File: src/design/hppc_cfg.svh
// Constants for the host port pin control block.
`ifndef HPPC_CFG_SVH
`define HPPC_CFG_SVH

`define HPPC_SYNC_STAGES  2
`define HPPC_PINS_W       10
`define HPPC_B_SEL        0
`define HPPC_B_DSA        1
`define HPPC_B_DSB        2
`define HPPC_B_AS         3
`define HPPC_B_DIR        4
`define HPPC_B_HALF       5
`define HPPC_B_RS0        6
`define HPPC_B_RS1        7
`define HPPC_B_OFF        8
`define HPPC_B_STRAP      9
`define HPPC_PIN_RST      10'h1ff
`define HPPC_STRAP_SETTLE 2'h2
`define HPPC_FLD_W        4

`endif

File: src/design/hppc_pkg.sv
// Types shared by the host port pin control modules.
package hppc_pkg;
  typedef enum logic [1:0] {
    HPPC_IDLE,
    HPPC_BUSY,
    HPPC_HOLD
  } hppc_state_t;
  typedef logic [1:0] hppc_rsel_t;
  typedef logic [3:0] hppc_fld_t;
endpackage

File: src/design/hppc_if.sv
// Bundle between the synchroniser, the strap sampler and the control logic.
`timescale 1ns/1ns
`include "hppc_cfg.svh"
interface hppc_if;
  logic [`HPPC_PINS_W-1:0] pins_s;
  logic                    port_en;
  logic                    pullup_en;
  modport sync_mp  (output pins_s);
  modport strap_mp (input pins_s, output port_en, output pullup_en);
  modport ctl_mp   (input pins_s, input port_en, input pullup_en);
endinterface

File: src/design/hppc_sync.sv
// Two-stage synchroniser for the host port input pins.
`timescale 1ns/1ns
`include "hppc_cfg.svh"
module hppc_sync #(
  parameter int                W   = `HPPC_PINS_W,
  parameter logic [W-1:0]      RST = `HPPC_PIN_RST
) (
  input  wire logic         clk_i,
  input  wire logic         rstn_i,
  input  wire logic [W-1:0] async_i,
  hppc_if.sync_mp           sio
);
  logic [W-1:0] meta_q;
  logic [W-1:0] meta_d;
  logic [W-1:0] sync_q;
  logic [W-1:0] sync_d;

  // The first stage feeds only the second stage.
  always_comb begin
    meta_d = async_i;
    sync_d = meta_q;
  end

  always_ff @(posedge clk_i) begin
    if (!rstn_i) begin
      meta_q <= RST;
      sync_q <= RST;
    end else begin
      meta_q <= meta_d;
      sync_q <= sync_d;
    end
  end

  assign sio.pins_s = sync_q;
endmodule

File: src/design/hppc_strap.sv
// Samples the port enable strap once after each device reset.
`timescale 1ns/1ns
`include "hppc_cfg.svh"
module hppc_strap (
  input  wire logic clk_i,
  input  wire logic rstn_i,
  hppc_if.strap_mp  sio
);
  import hppc_pkg::*;

  logic       armed_q;
  logic       armed_d;
  logic [1:0] settle_q;
  logic [1:0] settle_d;
  logic       en_q;
  logic       en_d;

  // Sampling waits for the synchroniser to flush its reset value.
  always_comb begin
    armed_d  = armed_q;
    settle_d = settle_q;
    en_d     = en_q;
    if (armed_q) begin
      if (settle_q == 2'h0) begin
        en_d    = sio.pins_s[`HPPC_B_STRAP];
        armed_d = 1'b0;
      end else begin
        settle_d = settle_q - 2'h1;
      end
    end
  end

  always_ff @(posedge clk_i) begin
    if (!rstn_i) begin
      armed_q  <= 1'b1;
      settle_q <= `HPPC_STRAP_SETTLE;
      en_q     <= 1'b0;
    end else begin
      armed_q  <= armed_d;
      settle_q <= settle_d;
      en_q     <= en_d;
    end
  end

  assign sio.port_en   = en_q;
  assign sio.pullup_en = !en_q;
endmodule

File: src/design/hppc_top.sv
// Pin control logic of the eight-bit parallel host port.
`timescale 1ns/1ns
`include "hppc_cfg.svh"
module hppc_top (
  input  wire logic              clk_i,
  input  wire logic              rstn_i,
  input  wire logic              port_select_n_i,
  input  wire logic              data_strobe_a_n_i,
  input  wire logic              data_strobe_b_n_i,
  input  wire logic              address_strobe_n_i,
  input  wire logic              transfer_direction_i,
  input  wire logic              byte_half_select_i,
  input  wire logic              register_select_0_i,
  input  wire logic              register_select_1_i,
  input  wire logic              port_enable_strap_i,
  input  wire logic              output_off_n_i,
  input  wire logic              timer_one_output_i,
  input  wire logic              timer_on_int_pin_i,
  input  wire logic              host_int_req_i,
  input  wire logic              access_done_i,
  output logic                   host_ready_o,
  output logic                   host_ready_oe_n_o,
  output logic                   host_interrupt_n_o,
  output logic                   host_interrupt_oe_n_o,
  output logic                   pullup_en_o,
  output logic                   port_enabled_o,
  output logic                   access_start_o,
  output logic                   access_write_o,
  output logic                   access_second_byte_o,
  output hppc_pkg::hppc_rsel_t   access_reg_o
);
  import hppc_pkg::*;

  hppc_if sio ();

  logic [`HPPC_PINS_W-1:0] pins;

  assign pins = {port_enable_strap_i,
                 output_off_n_i,
                 register_select_1_i,
                 register_select_0_i,
                 byte_half_select_i,
                 transfer_direction_i,
                 address_strobe_n_i,
                 data_strobe_b_n_i,
                 data_strobe_a_n_i,
                 port_select_n_i};

  hppc_sync #(
    .W   (`HPPC_PINS_W),
    .RST (`HPPC_PIN_RST)
  ) u_sync (
    .clk_i   (clk_i),
    .rstn_i  (rstn_i),
    .async_i (pins),
    .sio     (sio.sync_mp)
  );

  hppc_strap u_strap (
    .clk_i  (clk_i),
    .rstn_i (rstn_i),
    .sio    (sio.strap_mp)
  );

  // Synchronised pin levels.
  logic       sel_n_s;
  logic       dsa_n_s;
  logic       dsb_n_s;
  logic       as_n_s;
  logic       off_n_s;
  hppc_fld_t  live_fld;

  assign sel_n_s  = sio.pins_s[`HPPC_B_SEL];
  assign dsa_n_s  = sio.pins_s[`HPPC_B_DSA];
  assign dsb_n_s  = sio.pins_s[`HPPC_B_DSB];
  assign as_n_s   = sio.pins_s[`HPPC_B_AS];
  assign off_n_s  = sio.pins_s[`HPPC_B_OFF];
  assign live_fld = {sio.pins_s[`HPPC_B_RS1],
                     sio.pins_s[`HPPC_B_RS0],
                     sio.pins_s[`HPPC_B_HALF],
                     sio.pins_s[`HPPC_B_DIR]};

  // While the address strobe is low the latched fields rule; otherwise the pins pass.
  function automatic hppc_fld_t pick_fld(input logic as_n,
                                         input hppc_fld_t live,
                                         input hppc_fld_t held);
    pick_fld = as_n ? live : held;
  endfunction

  // Only one data strobe low with select low forms a strobe; both low is not one.
  logic strobe_act;
  assign strobe_act = sio.port_en && !sel_n_s && (dsa_n_s ^ dsb_n_s);

  // Edge history and address latch.
  logic      strobe_prev_q;
  logic      strobe_prev_d;
  logic      as_prev_q;
  logic      as_prev_d;
  hppc_fld_t held_fld_q;
  hppc_fld_t held_fld_d;
  hppc_fld_t cur_fld;
  logic      start;

  assign cur_fld = pick_fld(as_n_s, live_fld, held_fld_q);
  assign start   = strobe_act && !strobe_prev_q;

  always_comb begin
    strobe_prev_d = strobe_act;
    as_prev_d     = as_n_s;
    held_fld_d    = held_fld_q;
    if (!as_n_s && as_prev_q && sio.port_en) begin
      held_fld_d = live_fld;
    end
  end

  always_ff @(posedge clk_i) begin
    if (!rstn_i) begin
      strobe_prev_q <= 1'b0;
      as_prev_q     <= 1'b1;
      held_fld_q    <= 4'h0;
    end else begin
      strobe_prev_q <= strobe_prev_d;
      as_prev_q     <= as_prev_d;
      held_fld_q    <= held_fld_d;
    end
  end

  // Transfer sequencer.
  hppc_state_t state_q;
  hppc_state_t state_d;
  logic        ready_q;
  logic        ready_d;
  logic        start_q;
  logic        start_d;
  logic        write_q;
  logic        write_d;
  logic        half_q;
  logic        half_d;
  hppc_rsel_t  reg_q;
  hppc_rsel_t  reg_d;

  always_comb begin
    state_d = state_q;
    start_d = 1'b0;
    write_d = write_q;
    half_d  = half_q;
    reg_d   = reg_q;
    unique case (state_q)
      HPPC_IDLE: begin
        if (start) begin
          state_d = HPPC_BUSY;
          start_d = 1'b1;
          write_d = !cur_fld[0];
          half_d  = cur_fld[1];
          reg_d   = cur_fld[3:2];
        end
      end
      HPPC_BUSY: begin
        if (access_done_i) begin
          state_d = HPPC_HOLD;
        end
      end
      HPPC_HOLD: begin
        // The strobe must end before ready returns, so one strobe is one transfer.
        if (!strobe_act) begin
          state_d = HPPC_IDLE;
        end
      end
    endcase
    ready_d = (state_d == HPPC_IDLE);
  end

  always_ff @(posedge clk_i) begin
    if (!rstn_i) begin
      state_q <= HPPC_IDLE;
      ready_q <= 1'b1;
      start_q <= 1'b0;
      write_q <= 1'b0;
      half_q  <= 1'b0;
      reg_q   <= 2'h0;
    end else begin
      state_q <= state_d;
      ready_q <= ready_d;
      start_q <= start_d;
      write_q <= write_d;
      half_q  <= half_d;
      reg_q   <= reg_d;
    end
  end

  // Interrupt pin source.
  logic host_interrupt_n_q;
  logic host_interrupt_n_d;

  always_comb begin
    if (sio.port_en) begin
      host_interrupt_n_d = !host_int_req_i;
    end else if (timer_on_int_pin_i) begin
      host_interrupt_n_d = timer_one_output_i;
    end else begin
      host_interrupt_n_d = 1'b1;
    end
  end

  always_ff @(posedge clk_i) begin
    if (!rstn_i) begin
      host_interrupt_n_q <= 1'b1;
    end else begin
      host_interrupt_n_q <= host_interrupt_n_d;
    end
  end

  assign host_ready_o          = ready_q;
  assign host_ready_oe_n_o     = !off_n_s;
  assign host_interrupt_n_o    = host_interrupt_n_q;
  assign host_interrupt_oe_n_o = !off_n_s;
  assign pullup_en_o           = sio.pullup_en;
  assign port_enabled_o        = sio.port_en;
  assign access_start_o        = start_q;
  assign access_write_o        = write_q;
  assign access_second_byte_o  = half_q;
  assign access_reg_o          = reg_q;
endmodule

File: config.mk
export PLATFORM = sky130hd
export DESIGN_NAME = hppc_top
export DESIGN_NICKNAME = d
export VERILOG_FILES = /design/src/design/hppc_pkg.sv /design/src/design/hppc_if.sv /design/src/design/hppc_sync.sv /design/src/design/hppc_strap.sv /design/src/design/hppc_top.sv
export VERILOG_INCLUDE_DIRS = /design/src /design/src/design
export SDC_FILE = /design/constraint.sdc
export NUM_CORES = 1
export LEC_CHECK = 0
export BUFFER_PORTS_ARGS = -buffer_cell sky130_fd_sc_hd__buf_4
export CORE_ASPECT_RATIO = 1.75
export CORE_MARGIN = 3
export CORE_UTILIZATION = 50
export CTS_BUF_LIST = sky130_fd_sc_hd__clkbuf_8
export CTS_CLUSTER_DIAMETER = 60
export DETAILED_ROUTE_END_ITERATION = 12
export PLACE_DENSITY = 0.73
export SYNTH_ARGS = -nofsm -noshare
export SYNTH_HDL_FRONTEND = slang
export SYNTH_SLANG_ARGS = --single-unit
File: constraint.sdc
create_clock -name clk_i -period 2.6 [get_ports clk_i]
set_input_delay 0.39 -clock clk_i [delete_from_list [all_inputs] [get_ports clk_i]]
set_output_delay 0.39 -clock clk_i [all_outputs]
set_load 0.01 [all_outputs]
==> impl_metrics.json <==
{
  "design.portCount": 27,
  "clkSinkCount": 39,
  "synthTopCellsByCount": "sky130_fd_sc_hd__dfxtp_1 (39), sky130_fd_sc_hd__nand2b_1 (24), sky130_fd_sc_hd__inv_1 (9), sky130_fd_sc_hd__nor2_1 (8), sky130_fd_sc_hd__mux2i_1 (6)",
  "final.hold.worst_slack_ps": 278,
  "skew_ps": 3.37,
  "clock_buffer_count_from_cts": 5,
  "pin_count_of_the_biggest_net_entering_global_routing": 28,
  "synth_area_leader_cell": "sky130_fd_sc_hd__dfxtp_1",
  "floorplan.die.width_um": 46.3,
  "post-dp-hpwl_mm": 1.76,
  "setup.worst_path.class": "flip-flop to flip-flop",
  "detail_route.drc_violations": 0,
  "cp.required_ps": 2830,
  "synth_compound_gate_area_share_pct": 7.83,
  "grt_first_pass_wirelength_mm": 4.07,
  "cts.repair_timing.setup_buffer_count": 0,
  "fp.dieH_um": 76.6,
  "overflow": 0,
  "clk_transition_reported_paths_ps": 70,
  "irDropWorstVdd_v": 0.000547,
  "initial_utilization_pct": 52.3,
  "setup_tns_ps": 0,
  "hold_violations": 0,
  "timing.critical_path.fanout_max": 5,
  "crit_arrival_ps": 1710,
  "yosysTopAreaCellShare_pct": 54.9,
  "max_clock_freq_ghz": 0.677,
  "drv_slew": 0,
  "die_area_um2": 3550,
  "synth_most_common_cell": "sky130_fd_sc_hd__dfxtp_1",
  "worst_hold_path_type": "input pin to flip-flop",
  "wl_per_cell_um": 12.5,
  "synth.lib_cells_used.distinct": 30,
  "io_buffers": 26,
  "static-leakage-power_nw": 0.761,
  "cap_violations": 0,
  "synthSimpleGateAreaFrac_pct": 20.8,
  "postCtsResizedCells": 0,
  "clkLatencyLatePin_ps": 290,
  "final.fill_count": 218,
  "postSynth.asyncResetShare_pct": 0,
  "path_delay_family": "flip-flops",
  "antenna_found_initial": 0,
  "largest_family_of_logic_cells_by_synthesized_area": "simple AND/OR/NAND/NOR gates",
  "synth_warnings": 0,
  "max_slew_margin_pct": 65.9,
  "dpl.cell_count": 183,
  "power_per_cell_area_nw_per_um2": 776,
  "top_area_cells_in_the_synthesized_netlist": "sky130_fd_sc_hd__dfxtp_1 (55%), sky130_fd_sc_hd__nand2b_1 (11%), sky130_fd_sc_hd__mux2i_1 (4.2%), sky130_fd_sc_hd__ha_1 (3.5%), sky130_fd_sc_hd__inv_1 (2.4%)",
  "vias_per_cell": 5.34,
  "r2r.worst_path.cells": 5,
  "ys_seq_area_share_pct": 54.9,
  "power_mw": 1.37,
  "setup_repair_after_global_routing_missed_its_margin": "no",
  "final_nets": 183,
  "max_slew.worst_pin.slew_ps": 510,
  "finalWeightedCongestion": 0.756,
  "ys_seq_elements": 39,
  "via_count": 1020,
  "finish.cell_count_without_fillers": 191,
  "grt_pass1_vias": 1010,
  "synth_fa_ha_area_share_pct": 3.52,
  "crit_buf_inv": 1,
  "post_synth.cell_area_avg_um2": 10.5,
  "syn-instance-count": 135,
  "antenna_violating_nets_post_route": 0,
  "cts_tree": "yes",
  "cpPeakStageDelay_ps": 390,
  "wirelength_mm": 2.39,
  "core.rowCount": 25,
  "finalWorstPathRequiredPeriod_ps": 1480,
  "synth_xor_xnor_area_share_pct": 2.37,
  "holdPathStages": 2,
  "synth_enable_flop_cells": 0,
  "grt_util_all_layers_pct": 15.6,
  "initialDrtViolationCount": 27,
  "synth_flop_cell": "sky130_fd_sc_hd__dfxtp_1",
  "worst_setup_start_kind": "flip-flop",
  "number_of_levels_in_the_clock_h_tree": 2,
  "flow.area_growth_from_synthesis_pct": 23.7,
  "clock_path_buffers": 2,
  "drive_gt1_share_pct": 23.8,
  "diodes": 0,
  "drt_first_pass_iters": 4,
  "critPathCaptureType": "flip-flop",
  "placeableCoreArea_um2": 2720,
  "timing.critical_path.depth": 5,
  "period_share_pct": 56.8,
  "final_setup_violation_count": 0,
  "crit_chain": "inv_1, ha_1, nor2_1, a311oi_1, and2_1",
  "cts-hold-fix-buffers": 0,
  "synthesis.area_um2": 1420,
  "synth.mux.area_fraction_pct": 6.60,
  "outcome": "complete, no violations",
  "cts.root.buffer_cell": "sky130_fd_sc_hd__clkbuf_8",
  "slowest_stage": "sky130_fd_sc_hd__dfxtp_1",
  "synth_fp_nets": 155
}
registers in the layout, summed over array words and instances, names as in the netlist:
name	flops
access_reg_o	2
access_second_byte_o	1
access_start_o	1
access_write_o	1
as_prev_q	1
held_fld_q	4
host_interrupt_n_o	1
host_ready_o	1
state_q	2
strobe_prev_q	1
u_strap.armed_q	1
u_strap.settle_q	2
u_strap.sio.port_en	1
u_sync.meta_q	10
u_sync.sio.pins_s	10
power breakdown:
group | switching, mW | total (mW) | internal, mW
Clock | 0.204 | 0.583 | 0.379
Combinational | 0.0658 | 0.134 | 0.0686
Sequential | 0.0146 | 0.648 | 0.633
layout by cell type, fill, tap and decap left out:
cell type                   netlist  routed
sky130_fd_sc_hd__nand2_1          5       5
sky130_fd_sc_hd__xor2_1           1       1
sky130_fd_sc_hd__inv_1            9      10
sky130_fd_sc_hd__nand3b_1         1       1
sky130_fd_sc_hd__xnor2_2          1       1
sky130_fd_sc_hd__dfxtp_1         39      39
sky130_fd_sc_hd__a311oi_1         1       1
sky130_fd_sc_hd__and3_1           1       1
sky130_fd_sc_hd__o311ai_2         2       2
sky130_fd_sc_hd__mux2i_1          6       6
sky130_fd_sc_hd__xnor2_1          1       1
sky130_fd_sc_hd__nor2_1           8       8
sky130_fd_sc_hd__a31oi_1          3       3
sky130_fd_sc_hd__a21oi_1          2       2
sky130_fd_sc_hd__a31o_1           1       1
sky130_fd_sc_hd__nor3_1           4       4
sky130_fd_sc_hd__nand2b_1        24      24
sky130_fd_sc_hd__buf_4            1      26
sky130_fd_sc_hd__clkbuf_8         0       5
sky130_fd_sc_hd__mux2_2           3       3
sky130_fd_sc_hd__nor4_1           4       4
sky130_fd_sc_hd__a22o_1           1       1
sky130_fd_sc_hd__nor2b_1          2       2
sky130_fd_sc_hd__and2_1           3       3
sky130_fd_sc_hd__nand4_1          1       1
sky130_fd_sc_hd__o31ai_1          1       1
sky130_fd_sc_hd__ha_1             4       4
sky130_fd_sc_hd__o211ai_1         1       1
sky130_fd_sc_hd__a32oi_1          1       1
sky130_fd_sc_hd__bufinv_16        0       2
kinds of logic (layout without fill, tap and decap cells):
family	after synthesis	count (layout)
AND/OR/NAND/NOR	53	53
flip-flops	39	39
buffers and inverters	14	43
AO/OA/AOI/OAI	13	13
multiplexers	9	9
adder cells (fa/ha/maj)	4	4
XOR/XNOR	3	3
per-stage QoR:
| step | setup slack [ps] | cell area, µm² | util, % |
|---|---|---|---|
| finish | 1120 | 1760 | 64.7 |
| global route | 1030 | 1760 | 64.7 |
| CTS | 1130 | 1760 | 64.7 |
| detailed placement | 1130 | 1630 | 59.8 |
| global placement | 1210 | 1630 | 59.8 |
| floorplan | 1310 | 1420 | - |
routing by layer:
metal	share of wire, %	global-route usage, %
met4	2.3	8.83
met3	4.9	4.96
met1	38	15.7
met5	0	0
met2	54	26.1
worst register-to-register path, cell delays in order (launching register included):
cell and delay, ps:
sky130_fd_sc_hd__dfxtp_1 390, sky130_fd_sc_hd__inv_1 90, sky130_fd_sc_hd__ha_1 350, sky130_fd_sc_hd__nor2_1 70
sky130_fd_sc_hd__a311oi_1 340, sky130_fd_sc_hd__and2_1 180
final timing paths:
path / end / slack [ps] / start
setup / recovery: state_q[1]$_SDFF_PN0_ / 1120 / state_q[1]$_SDFF_PN0_
hold / removal: u_sync.meta_q[1]$_SDFF_PN1_ / 280 / data_strobe_a_n_i
setup reg to reg: state_q[1]$_SDFF_PN0_ / 1120 / state_q[1]$_SDFF_PN0_
hold reg to reg: u_sync.sio.pins_s[4]$_SDFF_PN1_ / 410 / u_sync.meta_q[4]$_SDFF_PN1_
area by class of cell:
class                      count  area (µm²)  area share, %
timing repair buffer          26         195           11.1
clock buffer                   5        68.8           3.91
clock inverter                 3        63.8           3.62
inverter                       9        33.8           1.92
tap                           27        33.8           1.92
multi-input combinational     82         584           33.2
sequential                    39         781           44.3
Power figures use the tool's default switching activity.
